### src/twoc_map.vh
`ifndef TWOC_MAP_VH
`define TWOC_MAP_VH
// Register offsets on the plain register port
`define TWOC_OFS_CTRL_A 4'h0
`define TWOC_OFS_CTRL_B 4'h1
`define TWOC_OFS_CNT 4'h2
`define TWOC_OFS_CMP_A 4'h3
`define TWOC_OFS_CMP_B 4'h4
`define TWOC_OFS_STATUS 4'h5
// Field positions in control register A
`define TWOC_A_ACT_HI 7
`define TWOC_A_ACT_LO 6
`define TWOC_B_ACT_HI 5
`define TWOC_B_ACT_LO 4
`define TWOC_WM_HI 1
`define TWOC_WM_LO 0
// Field position in control register B
`define TWOC_WM_TOP_BIT 3
// Reset values
`define TWOC_RST_CTRL_A 8'h00
`define TWOC_RST_CTRL_B 8'h00
`define TWOC_RST_BYTE 8'h00
// Counter landmarks
`define TWOC_MAX 8'hff
`define TWOC_BOTTOM 8'h00
// Mode codes
`define TWOC_M_NORMAL 3'h0
`define TWOC_M_PC_FF 3'h1
`define TWOC_M_CTC 3'h2
`define TWOC_M_FAST_FF 3'h3
`define TWOC_M_PC_OCA 3'h5
`define TWOC_M_FAST_OCA 3'h7
`endif

### src/twoc_mode_decode.v
`timescale 1ns/10ps
`default_nettype none
`include "twoc_map.vh"
// Decodes the three-bit waveform mode into its properties
module twoc_mode_decode (
   input wire [2:0] mode,
   output reg is_pwm,
   output reg is_fast,
   output reg is_phase,
   output reg top_is_cmp_a,
   output reg upd_immediate,
   output reg upd_at_bottom,
   output reg ovf_at_max,
   output reg ovf_at_top,
   output reg ovf_at_bottom
);
   // Mode table lookup
   always @* begin
      is_pwm = 1'b0;
      is_fast = 1'b0;
      is_phase = 1'b0;
      top_is_cmp_a = 1'b0;
      upd_immediate = 1'b0;
      upd_at_bottom = 1'b0;
      ovf_at_max = 1'b0;
      ovf_at_top = 1'b0;
      ovf_at_bottom = 1'b0;
      case (mode)
         `TWOC_M_NORMAL: begin
            upd_immediate = 1'b1;
            ovf_at_max = 1'b1;
         end
         `TWOC_M_CTC: begin
            top_is_cmp_a = 1'b1;
            upd_immediate = 1'b1;
            ovf_at_max = 1'b1;
         end
         `TWOC_M_PC_FF, `TWOC_M_PC_OCA: begin
            is_pwm = 1'b1;
            is_phase = 1'b1;
            top_is_cmp_a = mode[2];
            ovf_at_bottom = 1'b1;
         end
         `TWOC_M_FAST_FF: begin
            is_pwm = 1'b1;
            is_fast = 1'b1;
            upd_at_bottom = 1'b1;
            ovf_at_max = 1'b1;
         end
         `TWOC_M_FAST_OCA: begin
            is_pwm = 1'b1;
            is_fast = 1'b1;
            top_is_cmp_a = 1'b1;
            upd_at_bottom = 1'b1;
            ovf_at_top = 1'b1;
         end
         default: begin
            // Reserved modes 4 and 6: counter holds, no update
            upd_immediate = 1'b0;
         end
      endcase
   end
endmodule // twoc_mode_decode
`default_nettype wire

### src/twoc_top.v
`timescale 1ns/10ps
`default_nettype none
`include "twoc_map.vh"
module twoc_top (
   input wire clk,
   input wire reset_n,
   input wire [3:0] reg_addr,
   input wire [7:0] reg_wdata,
   input wire reg_wr,
   input wire reg_rd,
   input wire count_tick,
   output reg [7:0] reg_rdata,
   output wire compare_out_a,
   output wire compare_out_a_sel,
   output wire compare_out_b,
   output wire compare_out_b_sel,
   output reg overflow_pulse_r
);
   reg [7:0] ctrl_a_r;
   reg wave_mode_high_bit_r;
   reg [7:0] count_r;
   reg [7:0] cmp_buf_a_r;
   reg [7:0] cmp_buf_b_r;
   reg [7:0] compare_value_a_r;
   reg [7:0] compare_value_b_r;
   reg counting_up_r;
   reg overflow_flag_r;
   reg match_a_r;
   reg match_b_r;
   reg [7:0] rdata_nxt;
   wire [1:0] chan_a_output_action;
   wire [1:0] chan_b_output_action;
   wire [2:0] wave_mode_field;
   wire is_pwm, is_fast, is_phase, top_is_cmp_a;
   wire upd_immediate, upd_at_bottom, ovf_at_max, ovf_at_top, ovf_at_bottom;
   wire [7:0] top_val;
   wire at_top, at_bottom, at_max, ovf_evt, wr_cnt;
   wire reserved_mode;

   // Write-enable decode
   function wr_hit;
      input [3:0] a;
      input [3:0] ofs;
      begin
         wr_hit = reg_wr && (a == ofs);
      end
   endfunction

   assign chan_a_output_action = ctrl_a_r[`TWOC_A_ACT_HI:`TWOC_A_ACT_LO];
   assign chan_b_output_action = ctrl_a_r[`TWOC_B_ACT_HI:`TWOC_B_ACT_LO];
   // Three-bit mode from both control registers
   assign wave_mode_field = {wave_mode_high_bit_r, ctrl_a_r[`TWOC_WM_HI:`TWOC_WM_LO]};

   twoc_mode_decode u_dec (
      .mode(wave_mode_field),
      .is_pwm(is_pwm),
      .is_fast(is_fast),
      .is_phase(is_phase),
      .top_is_cmp_a(top_is_cmp_a),
      .upd_immediate(upd_immediate),
      .upd_at_bottom(upd_at_bottom),
      .ovf_at_max(ovf_at_max),
      .ovf_at_top(ovf_at_top),
      .ovf_at_bottom(ovf_at_bottom)
   );

   // Counter landmarks
   assign reserved_mode = (wave_mode_field == 3'h4) || (wave_mode_field == 3'h6);
   assign top_val = top_is_cmp_a ? compare_value_a_r : `TWOC_MAX;
   assign at_top = (count_r == top_val);
   assign at_bottom = (count_r == `TWOC_BOTTOM);
   assign at_max = (count_r == `TWOC_MAX);
   assign wr_cnt = wr_hit(reg_addr, `TWOC_OFS_CNT);

   // Overflow event by mode
   assign ovf_evt = count_tick && !reserved_mode &&
      ((ovf_at_max && at_max) || (ovf_at_top && at_top) ||
       (ovf_at_bottom && at_bottom && !counting_up_r));

   // Control registers and compare buffers
   always @(posedge clk) begin
      if (!reset_n) begin
         ctrl_a_r <= `TWOC_RST_CTRL_A;
         wave_mode_high_bit_r <= 1'b0;
         cmp_buf_a_r <= `TWOC_RST_BYTE;
         cmp_buf_b_r <= `TWOC_RST_BYTE;
      end else begin
         if (wr_hit(reg_addr, `TWOC_OFS_CTRL_A))
            ctrl_a_r <= {reg_wdata[7:4], 2'b00, reg_wdata[1:0]};
         if (wr_hit(reg_addr, `TWOC_OFS_CTRL_B))
            wave_mode_high_bit_r <= reg_wdata[`TWOC_WM_TOP_BIT];
         if (wr_hit(reg_addr, `TWOC_OFS_CMP_A))
            cmp_buf_a_r <= reg_wdata;
         if (wr_hit(reg_addr, `TWOC_OFS_CMP_B))
            cmp_buf_b_r <= reg_wdata;
      end
   end

   // Active compare values, updated per mode
   always @(posedge clk) begin
      if (!reset_n) begin
         compare_value_a_r <= `TWOC_RST_BYTE;
         compare_value_b_r <= `TWOC_RST_BYTE;
      end else if (upd_immediate) begin
         compare_value_a_r <= wr_hit(reg_addr, `TWOC_OFS_CMP_A) ? reg_wdata : cmp_buf_a_r;
         compare_value_b_r <= wr_hit(reg_addr, `TWOC_OFS_CMP_B) ? reg_wdata : cmp_buf_b_r;
      end else if (count_tick &&
                   ((upd_at_bottom && at_bottom) || (is_phase && at_top))) begin
         compare_value_a_r <= cmp_buf_a_r;
         compare_value_b_r <= cmp_buf_b_r;
      end
   end

   // Counter with direction for phase correct
   always @(posedge clk) begin
      if (!reset_n) begin
         count_r <= `TWOC_BOTTOM;
         counting_up_r <= 1'b1;
      end else if (wr_cnt) begin
         count_r <= reg_wdata;
      end else if (count_tick && !reserved_mode) begin
         if (is_phase) begin
            if (counting_up_r && at_top) begin
               counting_up_r <= 1'b0;
               count_r <= count_r - 8'h01;
            end else if (!counting_up_r && at_bottom) begin
               counting_up_r <= 1'b1;
               count_r <= count_r + 8'h01;
            end else begin
               count_r <= counting_up_r ? count_r + 8'h01 : count_r - 8'h01;
            end
         end else begin
            counting_up_r <= 1'b1;
            count_r <= at_top ? `TWOC_BOTTOM : count_r + 8'h01;
         end
      end
   end

   // Compare matches, blocked on a tick in the same cycle as a counter write
   always @(posedge clk) begin
      if (!reset_n) begin
         match_a_r <= 1'b0;
         match_b_r <= 1'b0;
      end else begin
         match_a_r <= count_tick && !wr_cnt && (count_r == compare_value_a_r);
         match_b_r <= count_tick && !wr_cnt && (count_r == compare_value_b_r);
      end
   end

   // Sticky overflow flag, set wins over clear-by-writing-one
   always @(posedge clk) begin
      if (!reset_n) begin
         overflow_flag_r <= 1'b0;
         overflow_pulse_r <= 1'b0;
      end else begin
         overflow_pulse_r <= ovf_evt;
         if (ovf_evt)
            overflow_flag_r <= 1'b1;
         else if (wr_hit(reg_addr, `TWOC_OFS_STATUS) && reg_wdata[0])
            overflow_flag_r <= 1'b0;
      end
   end

   // Channel A output
   twoc_wave_chan u_chan_a (
      .clk(clk),
      .reset_n(reset_n),
      .action(chan_a_output_action),
      .is_chan_a(1'b1),
      .mode_hi(wave_mode_high_bit_r),
      .is_pwm(is_pwm),
      .is_fast(is_fast),
      .is_phase(is_phase),
      .match(match_a_r),
      .cmp_is_top(compare_value_a_r == top_val),
      .at_bottom(count_tick && at_bottom && is_fast),
      .at_top(count_tick && at_top),
      .counting_up(counting_up_r),
      .wave_r(compare_out_a),
      .pin_sel_r(compare_out_a_sel)
   );

   // Channel B output
   twoc_wave_chan u_chan_b (
      .clk(clk),
      .reset_n(reset_n),
      .action(chan_b_output_action),
      .is_chan_a(1'b0),
      .mode_hi(wave_mode_high_bit_r),
      .is_pwm(is_pwm),
      .is_fast(is_fast),
      .is_phase(is_phase),
      .match(match_b_r),
      .cmp_is_top(compare_value_b_r == top_val),
      .at_bottom(count_tick && at_bottom && is_fast),
      .at_top(count_tick && at_top),
      .counting_up(counting_up_r),
      .wave_r(compare_out_b),
      .pin_sel_r(compare_out_b_sel)
   );

   // Read mux
   always @* begin
      case (reg_addr)
         `TWOC_OFS_CTRL_A: rdata_nxt = {ctrl_a_r[7:4], 2'b00, ctrl_a_r[1:0]};
         `TWOC_OFS_CTRL_B: rdata_nxt = {4'h0, wave_mode_high_bit_r, 3'h0};
         `TWOC_OFS_CNT: rdata_nxt = count_r;
         `TWOC_OFS_CMP_A: rdata_nxt = cmp_buf_a_r;
         `TWOC_OFS_CMP_B: rdata_nxt = cmp_buf_b_r;
         `TWOC_OFS_STATUS: rdata_nxt = {7'h00, overflow_flag_r};
         default: rdata_nxt = 8'h00;
      endcase
   end

   // Read data one cycle after the strobe
   always @(posedge clk) begin
      if (!reset_n)
         reg_rdata <= 8'h00;
      else if (reg_rd)
         reg_rdata <= rdata_nxt;
      else
         reg_rdata <= 8'h00;
   end
endmodule // twoc_top
`default_nettype wire

### src/twoc_wave_chan.v
`timescale 1ns/10ps
`default_nettype none
`include "twoc_map.vh"
// One compare channel: output level and pin takeover
module twoc_wave_chan (
   input wire clk,
   input wire reset_n,
   input wire [1:0] action,
   input wire is_chan_a,
   input wire mode_hi,
   input wire is_pwm,
   input wire is_fast,
   input wire is_phase,
   input wire match,
   input wire cmp_is_top,
   input wire at_bottom,
   input wire at_top,
   input wire counting_up,
   output reg wave_r,
   output reg pin_sel_r
);
   reg wave_nxt;
   wire hi_top;
   // Upper action bit with compare at TOP ignores the match
   assign hi_top = action[1] && cmp_is_top;
   // Next level of the compare output
   always @* begin
      wave_nxt = wave_r;
      if (!is_pwm) begin
         if (match) begin
            case (action)
               2'b01: wave_nxt = ~wave_r;
               2'b10: wave_nxt = 1'b0;
               2'b11: wave_nxt = 1'b1;
               default: wave_nxt = wave_r;
            endcase
         end
      end else if (action == 2'b01) begin
         // Toggle only for channel A with high mode bit
         if (is_chan_a && mode_hi && match)
            wave_nxt = ~wave_r;
      end else if (action[1]) begin
         if (is_fast) begin
            if (at_bottom)
               wave_nxt = ~action[0];
            else if (match && !hi_top)
               wave_nxt = action[0];
         end else if (is_phase) begin
            if (hi_top) begin
               if (at_top)
                  wave_nxt = action[0];
            end else if (match) begin
               wave_nxt = counting_up ? action[0] : ~action[0];
            end
         end
      end
   end
   // Output flop and pin takeover select
   always @(posedge clk) begin
      if (!reset_n) begin
         wave_r <= 1'b0;
         pin_sel_r <= 1'b0;
      end else begin
         wave_r <= wave_nxt;
         pin_sel_r <= |action;
      end
   end
endmodule // twoc_wave_chan
`default_nettype wire
### config.mk
export PLATFORM = sky130hd
export DESIGN_NAME = twoc_top
export DESIGN_NICKNAME = d
export VERILOG_FILES = /design/src/twoc_mode_decode.v /design/src/twoc_top.v /design/src/twoc_wave_chan.v
export VERILOG_INCLUDE_DIRS = /design/src
export SDC_FILE = /design/constraint.sdc
export NUM_CORES = 1
export LEC_CHECK = 0
export BUFFER_PORTS_ARGS = -buffer_cell sky130_fd_sc_hd__buf_4
export CELL_PAD_IN_SITES_DETAIL_PLACEMENT = 0
export CELL_PAD_IN_SITES_GLOBAL_PLACEMENT = 2
export CORE_MARGIN = 2
export CORE_UTILIZATION = 39
export CTS_CLUSTER_SIZE = 10
export DETAILED_ROUTE_END_ITERATION = 16
export GPL_TIMING_DRIVEN = 1
export PLACE_DENSITY_LB_ADDON = 0.1
export SYNTH_ARGS = -nofsm -noshare
export SYNTH_HDL_FRONTEND = slang
export SYNTH_HIERARCHICAL = 1
export SYNTH_SLANG_ARGS = --single-unit
export TNS_END_PERCENT = 1
### constraint.sdc
create_clock -name clk -period 7 [get_ports clk]
set_input_delay 1.4 -clock clk [delete_from_list [all_inputs] [get_ports clk]]
set_output_delay 1.4 -clock clk [all_outputs]
set_load 0.005 [all_outputs]
[Word-level counts from Yosys, hierarchy flattened]
Cells that the tools add are included.
Cells by class
  multiplexer cells: 54
  $mul: 0
  div/mod/pow operators: 0
  bitwise gates (word level): 5
  shifts and indexed selects: 0
  equal/unequal tests: 37
  $lt $le $gt $ge: 0
  $add $sub $neg: 2
  reductions and logical operators: 60
Operators by type and width (number)
  $mux 8: 14
  $pmux 8 s6: 1
  $eq 8x8->1: 5
  $mux 1: 36
  $logic_and 1x1->1: 29
  $reduce_and 8->1: 2
  $eq 3x3->1 const B: 4
  $reduce_or 2->1: 6
  $ne 5x3->1 const B: 2
  $ne 5x5->1 const B: 2
  $reduce_bool 2->1: 5
  $ne 3x3->1 const B: 3
  $add 8x1->8 const B: 1
  $eq 2x2->1 const B: 4
  $eq 4x2->1 const B: 2
  $eq 4x3->1 const B: 2
  $eq 8x8->1 const B: 1
  $logic_not 8->1: 1
  $ne 4x4->1 const B: 2
  $reduce_bool 4->1: 2
  $sub 8x1->8 const B: 1
  $eq 3x2->1 const B: 2
  $pmux 1 s3: 2
  $logic_not 1->1: 5
  other kinds (15): 24
Storage, ports and cells
  bits in registers: 64
  ROM bits: 0
  memories: 0
  latch bits: 0
  input bits: 17
  memory bits (writable): 0
  word-level logic and storage cells: 175

[Depth between registers and ports, before layout]
  word-level depth: 14
  mapped depth: 12
  mapped depth without buffers: 11

[Cells and area by module]
The synthesis kept the hierarchy.
By module, submodules not included
  twoc_top: seq. area each 1201.2 um2, area an instance 3776.1 um2, cells an instance 475, instances 1
  twoc_wave_chan: seq. area each 40.0 um2, area an instance 167.7 um2, cells an instance 25, instances 2
  twoc_mode_decode: seq. area each 0.0 um2, area an instance 71.3 um2, cells an instance 10, instances 1

[Worst setup path before layout]
Ideal clock, no wire load.
  path kind: input port to flip-flop
  start: input reg_addr[0]
  end: register compare_value_a_r[2]
  setup time: 0.087 ns
  path buffers: 2
  required time: 6.913 ns
  data arrival time: 2.947 ns
  stages on the path: 6
  setup slack: 3.966 ns
  cell sequence: clkbuf_1 > nor4bb_1 > clkbuf_1 > nand3_1 > mux2i_1 > a211oi_1
Between the ends
  word-level cells in the longest chain between the ends: 4
RTL lines
  start: declaration: RTL line twoc_top.v:7  | input wire [3:0] reg_addr,
  $eq 4x2->1: RTL line twoc_top.v:45  | wr_hit = reg_wr && (a == ofs);
  $logic_and 1x1->1: RTL line twoc_top.v:45
  $mux 8
  $mux 8: RTL line twoc_top.v:104  | end else if (upd_immediate) begin
  end signal: assignment: RTL line twoc_top.v:102  | compare_value_a_r <= `TWOC_RST_BYTE;
  end signal: assignment: RTL line twoc_top.v:105  | compare_value_a_r <= wr_hit(reg_addr, `TWOC_OFS_CMP_A) ? reg_wdata : cmp_buf_a_r;
  end signal: assignment: RTL line twoc_top.v:109  | compare_value_a_r <= cmp_buf_a_r;
  end: declaration: RTL line twoc_top.v:24  | reg [7:0] compare_value_a_r;
No other way between the ends.
A chain may end at the register's enable or synchronous reset.

[Final worst setup path]
  start: register ctrl_a_r[0]
  end: register u_chan_b.wave_r
Between the ends
  word-level cells in the longest chain between the ends: 12
RTL lines
  start: declaration: RTL line twoc_top.v:19  | reg [7:0] ctrl_a_r;
  start signal: assignment: RTL line twoc_top.v:83  | ctrl_a_r <= `TWOC_RST_CTRL_A;
  start signal: assignment: RTL line twoc_top.v:89  | ctrl_a_r <= {reg_wdata[7:4], 2'b00, reg_wdata[1:0]};
  $eq 3x2->1, or another cell as far along: RTL line twoc_mode_decode.v:28  | case (mode)
  $reduce_or 2->1 (on tied branches)
  $pmux 1 s2 *: RTL line twoc_mode_decode.v:28
  named net top_is_cmp_a: RTL line twoc_top.v:34  | wire is_pwm, is_fast, is_phase, top_is_cmp_a;
  $mux 8 (no line) *
  $eq 8x8->1: RTL line twoc_top.v:194  | .cmp_is_top(compare_value_b_r == top_val),
  $logic_and 1x1->1: RTL line twoc_wave_chan.v:25  | assign hi_top = action[1] && cmp_is_top;
  $mux 1: RTL line twoc_wave_chan.v:49  | if (hi_top) begin
  $mux 1: RTL line twoc_wave_chan.v:48  | end else if (is_phase) begin
  $mux 1: RTL line twoc_wave_chan.v:43  | if (is_fast) begin
  $mux 1: RTL line twoc_wave_chan.v:42  | end else if (action[1]) begin
  $mux 1: RTL line twoc_wave_chan.v:38  | end else if (action == 2'b01) begin
  $mux 1: RTL line twoc_wave_chan.v:29  | if (!is_pwm) begin
  end signal: assignment: RTL line twoc_wave_chan.v:64  | wave_r <= wave_nxt;
  end: declaration: RTL line twoc_wave_chan.v:19  | output reg wave_r,
Mark *: on every way through the listed nets, which the timed path passes. The rest lies on a longest branch. The select of a mux whose other input is x is not followed.

==> out/metrics.csv <==
stage,metric,value,unit
clock_tree,"Clk pin slew, worst setup/hold paths",0.07,ns
synthesis,mapped cell area,4183,µm²
synthesis,simple-gate share of the synthesized area,0.2653,
synthesis,synthesized area per cell,7.818,µm²
timing,FMAX,0.2904,GHz
timing,Slew HR,0.2223,
detailed_routing,initial drt markers,256,
timing,Fin. Hold Viols,0,
placement,dpl cell area,4412,µm²
detailed_routing,Antenna Violating Nets Remaining,0,
timing,# setup viols final,0,
synthesis,largest family of logic cells by synthesized area,simple AND/OR/NAND/NOR gates,
worst_setup_path,crit path capture type,flop,
worst_setup_path,Worst R2R Start,ctrl_a_r[0],
timing,Slew @ Worst Pin,1.137,ns
hold_path,Hold Crit Class,flop to flop,
synthesis,Seq cells post-synth,64,
power,NetSw,238.1,µW
worst_setup_path,crit start category,flop,
worst_setup_path,Critical path origin,ctrl_a_r[0],
clock_tree,Clock Path Buffers,2,
worst_setup_path,Worst Reg-to-Reg Cells,9,
cells_and_area,most frequent cells in the layout,"nand2_1, dfxtp_1, a21oi_1, nand3_1, nor2_1",
cells_and_area,layout cells sized above 1,0.1423,
worst_setup_path,crit-path cells,nor2_2 > a21bo_1 > nand2_1 > a32oi_1 > a2111oi_0 > o21bai_1 > a21oi_1 > or3_1 > a311oi_1,
floorplanning,Die ar.,11570,µm²
global_route,met2 Usage GRT,0.3778,
placement,GPL Wtd Cong,0.8443,
cells_and_area,Nets,557,
global_route,All-Layer GR Usage,0.2443,
power,clock network power share,0.392,
clock_tree,# hold bufs at CTS,0,
synthesis,syn_nets,555,
power,P_int,587.4,µW
timing,period utilization,0.4920,
global_route,Overflow after GRT,0,
clock_tree,insertion delay to the later sink of the worst-skew pair,0.35,ns
worst_setup_path,CP peak stage delay,0.99,ns
synthesis,Compound-Gate Fraction of Synth Area,0.2303,
power,power density over the cells,179.5,nW/µm²
cells_and_area,"Area growth, synth to finish",9.961,%
worst_setup_path,CP Class,flop to flop,
worst_setup_path,Stages on worst setup path,9,
timing,RSZ-0062 raised after global routing,false,
power,Comb pwr share,0.134,
synthesis,"Async S/R FF share, synth",0,
floorplanning,Die Wd,107.6,µm
global_route,initial antenna violation count,0,
clock_tree,Root Buffer,clkbuf_8,
power,sw frac,0.2884,
clock_tree,number of clock sinks,64,
cells_and_area,ANT cells,0,
synthesis,YS warnings,6,
power,peak ir drop on the vdd network,0.1023,mV
floorplanning,I/O pin cnt,30,
synthesis,main flop type after synthesis,dfxtp_1,
clock_tree,H-tree level count,3,
run_status,outcome,"finished, final reports clean",
placement,DP Worst Slack,3.501,ns
detailed_routing,vias per cell,5.838,
worst_setup_path,CP max FO,17,
cells_and_area,Finished Cell Area,4599,µm²
timing,TNS Setup,0,ns
timing,final hold slack,0.4786,ns
global_route,first-pass GRT wire length,21120,µm
cells_and_area,"commonest non-fill, non-tap cell in the layout",nand2_1,
floorplanning,Initial Utilization,0.4034,
clock_tree,clock tree from TritonCTS,yes,
clock_tree,CTS Buf Count,9,
timing,Clock Skew,0.01517,ns
synthesis,cells after synthesis,535,
global_route,met3 usage,0.04419,
floorplanning,die height,107.6,µm
run,Max-Cap Viols,0,
worst_setup_path,CP Data Arrival Time,3.70,ns
global_route,busiest grt layer,met2,
cells_and_area,filler cell count,1094,
detailed_routing,Avg WL per Cell,20.21,µm
worst_setup_path,Critical R2R Capture,u_chan_b/wave_r,
detailed_routing,routed vias,3952,
worst_setup_path,flop2flop setup slack,3.56,ns
floorplanning,row count,37,
power,sequential group share of total power,0.474,
power,static leakage,1.681,nW
global_route,GR Util met1,0.3347,
synthesis,post-synthesis mux area share,0.06222,
worst_setup_path,CP top delay family,compound AO/OA/AOI/OAI gates,
timing,Final min period,3.444,ns
detailed_routing,first drt pass iteration count,5,
detailed_routing,final WL,13680,µm
synthesis,sequential share of the synthesized area,0.3063,
floorplanning,Core Region,10370,µm²
synthesis,Post-Synth XOR/XNOR Area,0.06491,
worst_setup_path,worst setup path endpoint,u_chan_b/wave_r,
placement,post-detail-place hpwl,9415,µm
synthesis,number of synthesized flops with an enable pin,0,
timing,setup ws final,3.556,ns
synthesis,Netlist cell types,73,
timing,Max Slew Vio Count,0,
worst_setup_path,cell type of the slowest stage on the worst timing path,a2111oi_0,
detailed_routing,DRC,0,
clock_tree,Resize count post-CTS,0,
global_route,vias in the first global route,3622,
global_route,pin count of the biggest net entering global routing,40,
power,Overall Power,825.5,µW
synthesis,Adder-Cell Fraction of Synth Area,0.008974,
placement,I/O Buffers,29,
clock_tree,buffers inserted by post-CTS timing repair,0,
worst_setup_path,WP buf/inv,0,
worst_setup_path,CP Data Required Time,7.26,ns
[power by group through the flow]
stage               registers (mW)  logic, mW  clock network (mW)
floorplan                    0.385     0.0837                   0
global placement             0.399      0.110                   0
detailed placement           0.399      0.110                   0
CTS                          0.390      0.110               0.335
global route                 0.392      0.122               0.348
finish                       0.391      0.111               0.324
[through the flow]
step / instances / utilization
6_report: 677 / 0.4435
5_1_grt: 677 / 0.4435
4_1_cts: 677 / 0.4435
3_5_place_dp: 662 / 0.4254
3_3_place_gp: 662 / 0.4254
2_1_floorplan: 535 / -
[final cells by class]
class	count	area [µm²]	area share
clock buffer	12	145.1	0.03156
clock inverter	3	42.54	0.009249
inverter	15	56.30	0.01224
multi-input combinational	414	2656	0.5775
sequential	64	1281	0.2786
tap	136	170.2	0.03700
timing repair buffer	33	247.7	0.05386
[routing by layer]
layer | vias to the layer above | share of wire
li1 | 1923 | -
met1 | 1885 | 0.46
met2 | 124 | 0.46
met3 | 20 | 0.061
met4 | 0 | 0.017
met5 | - | 0
[logic make-up (layout without fill, tap and decap cells)]
logic type,after synthesis,after routing
and+or+nand+nor,220,220
AOI/OAI and AO/OA,133,133
DFF,64,64
buffers and inverters,57,63
xor gates and xnor gates,31,31
muxes,25,25
adders and majority gates,3,3
other,2,2
[worst min-delay path, stage by stage, from the launching register on]
cell and delay, ns:
dfxtp_1 0.32, nand2_1 0.06, a21oi_1 0.05
[how the worst min path moves through the flow]
stage / startpoint / endpoint / slack (ns) / depth (start not counted)
final: cmp_buf_a_r[7] / cmp_buf_a_r[7] / 0.48 / 2
after global routing: cmp_buf_a_r[1] / cmp_buf_a_r[1] / 0.50 / 2
after CTS: cmp_buf_a_r[7] / cmp_buf_a_r[7] / 0.48 / 2
after detailed placement: cmp_buf_a_r[7] / cmp_buf_a_r[7] / 0.47 / 2
after global placement: cmp_buf_a_r[1] / cmp_buf_a_r[1] / 0.46 / 2
after floorplan: cmp_buf_a_r[1] / reg_rdata[1] / 0.44 / 2
[Yosys cell counts (all sizes together), types with 5 or more instances]
cell	instances	area [µm²]
xor2	9	78.83
nor3	9	45.04
nor2	43	163.9
mux2i	17	170.2
nand2	79	296.5
a22oi	6	45.04
buf	14	90.08
mux2	8	90.08
xnor2	22	192.7
a211oi	16	185.2
nand4	5	31.28
clkbuf	28	105.1
inv	15	56.30
a21oi	48	240.2
dfxtp	64	1281
nand3	43	215.2
o21ai	11	55.05
and3	6	38.79
a31oi	5	31.28
[flip-flops by register name, summed over array words and instances (netlist names), 6 cells and up]
name	flops
cmp_buf_b_r	8
reg_rdata	8
compare_value_a_r	8
cmp_buf_a_r	8
count_r	8
compare_value_b_r	8
ctrl_a_r	6
No activity file was read; power rests on OpenSTA's default activity.
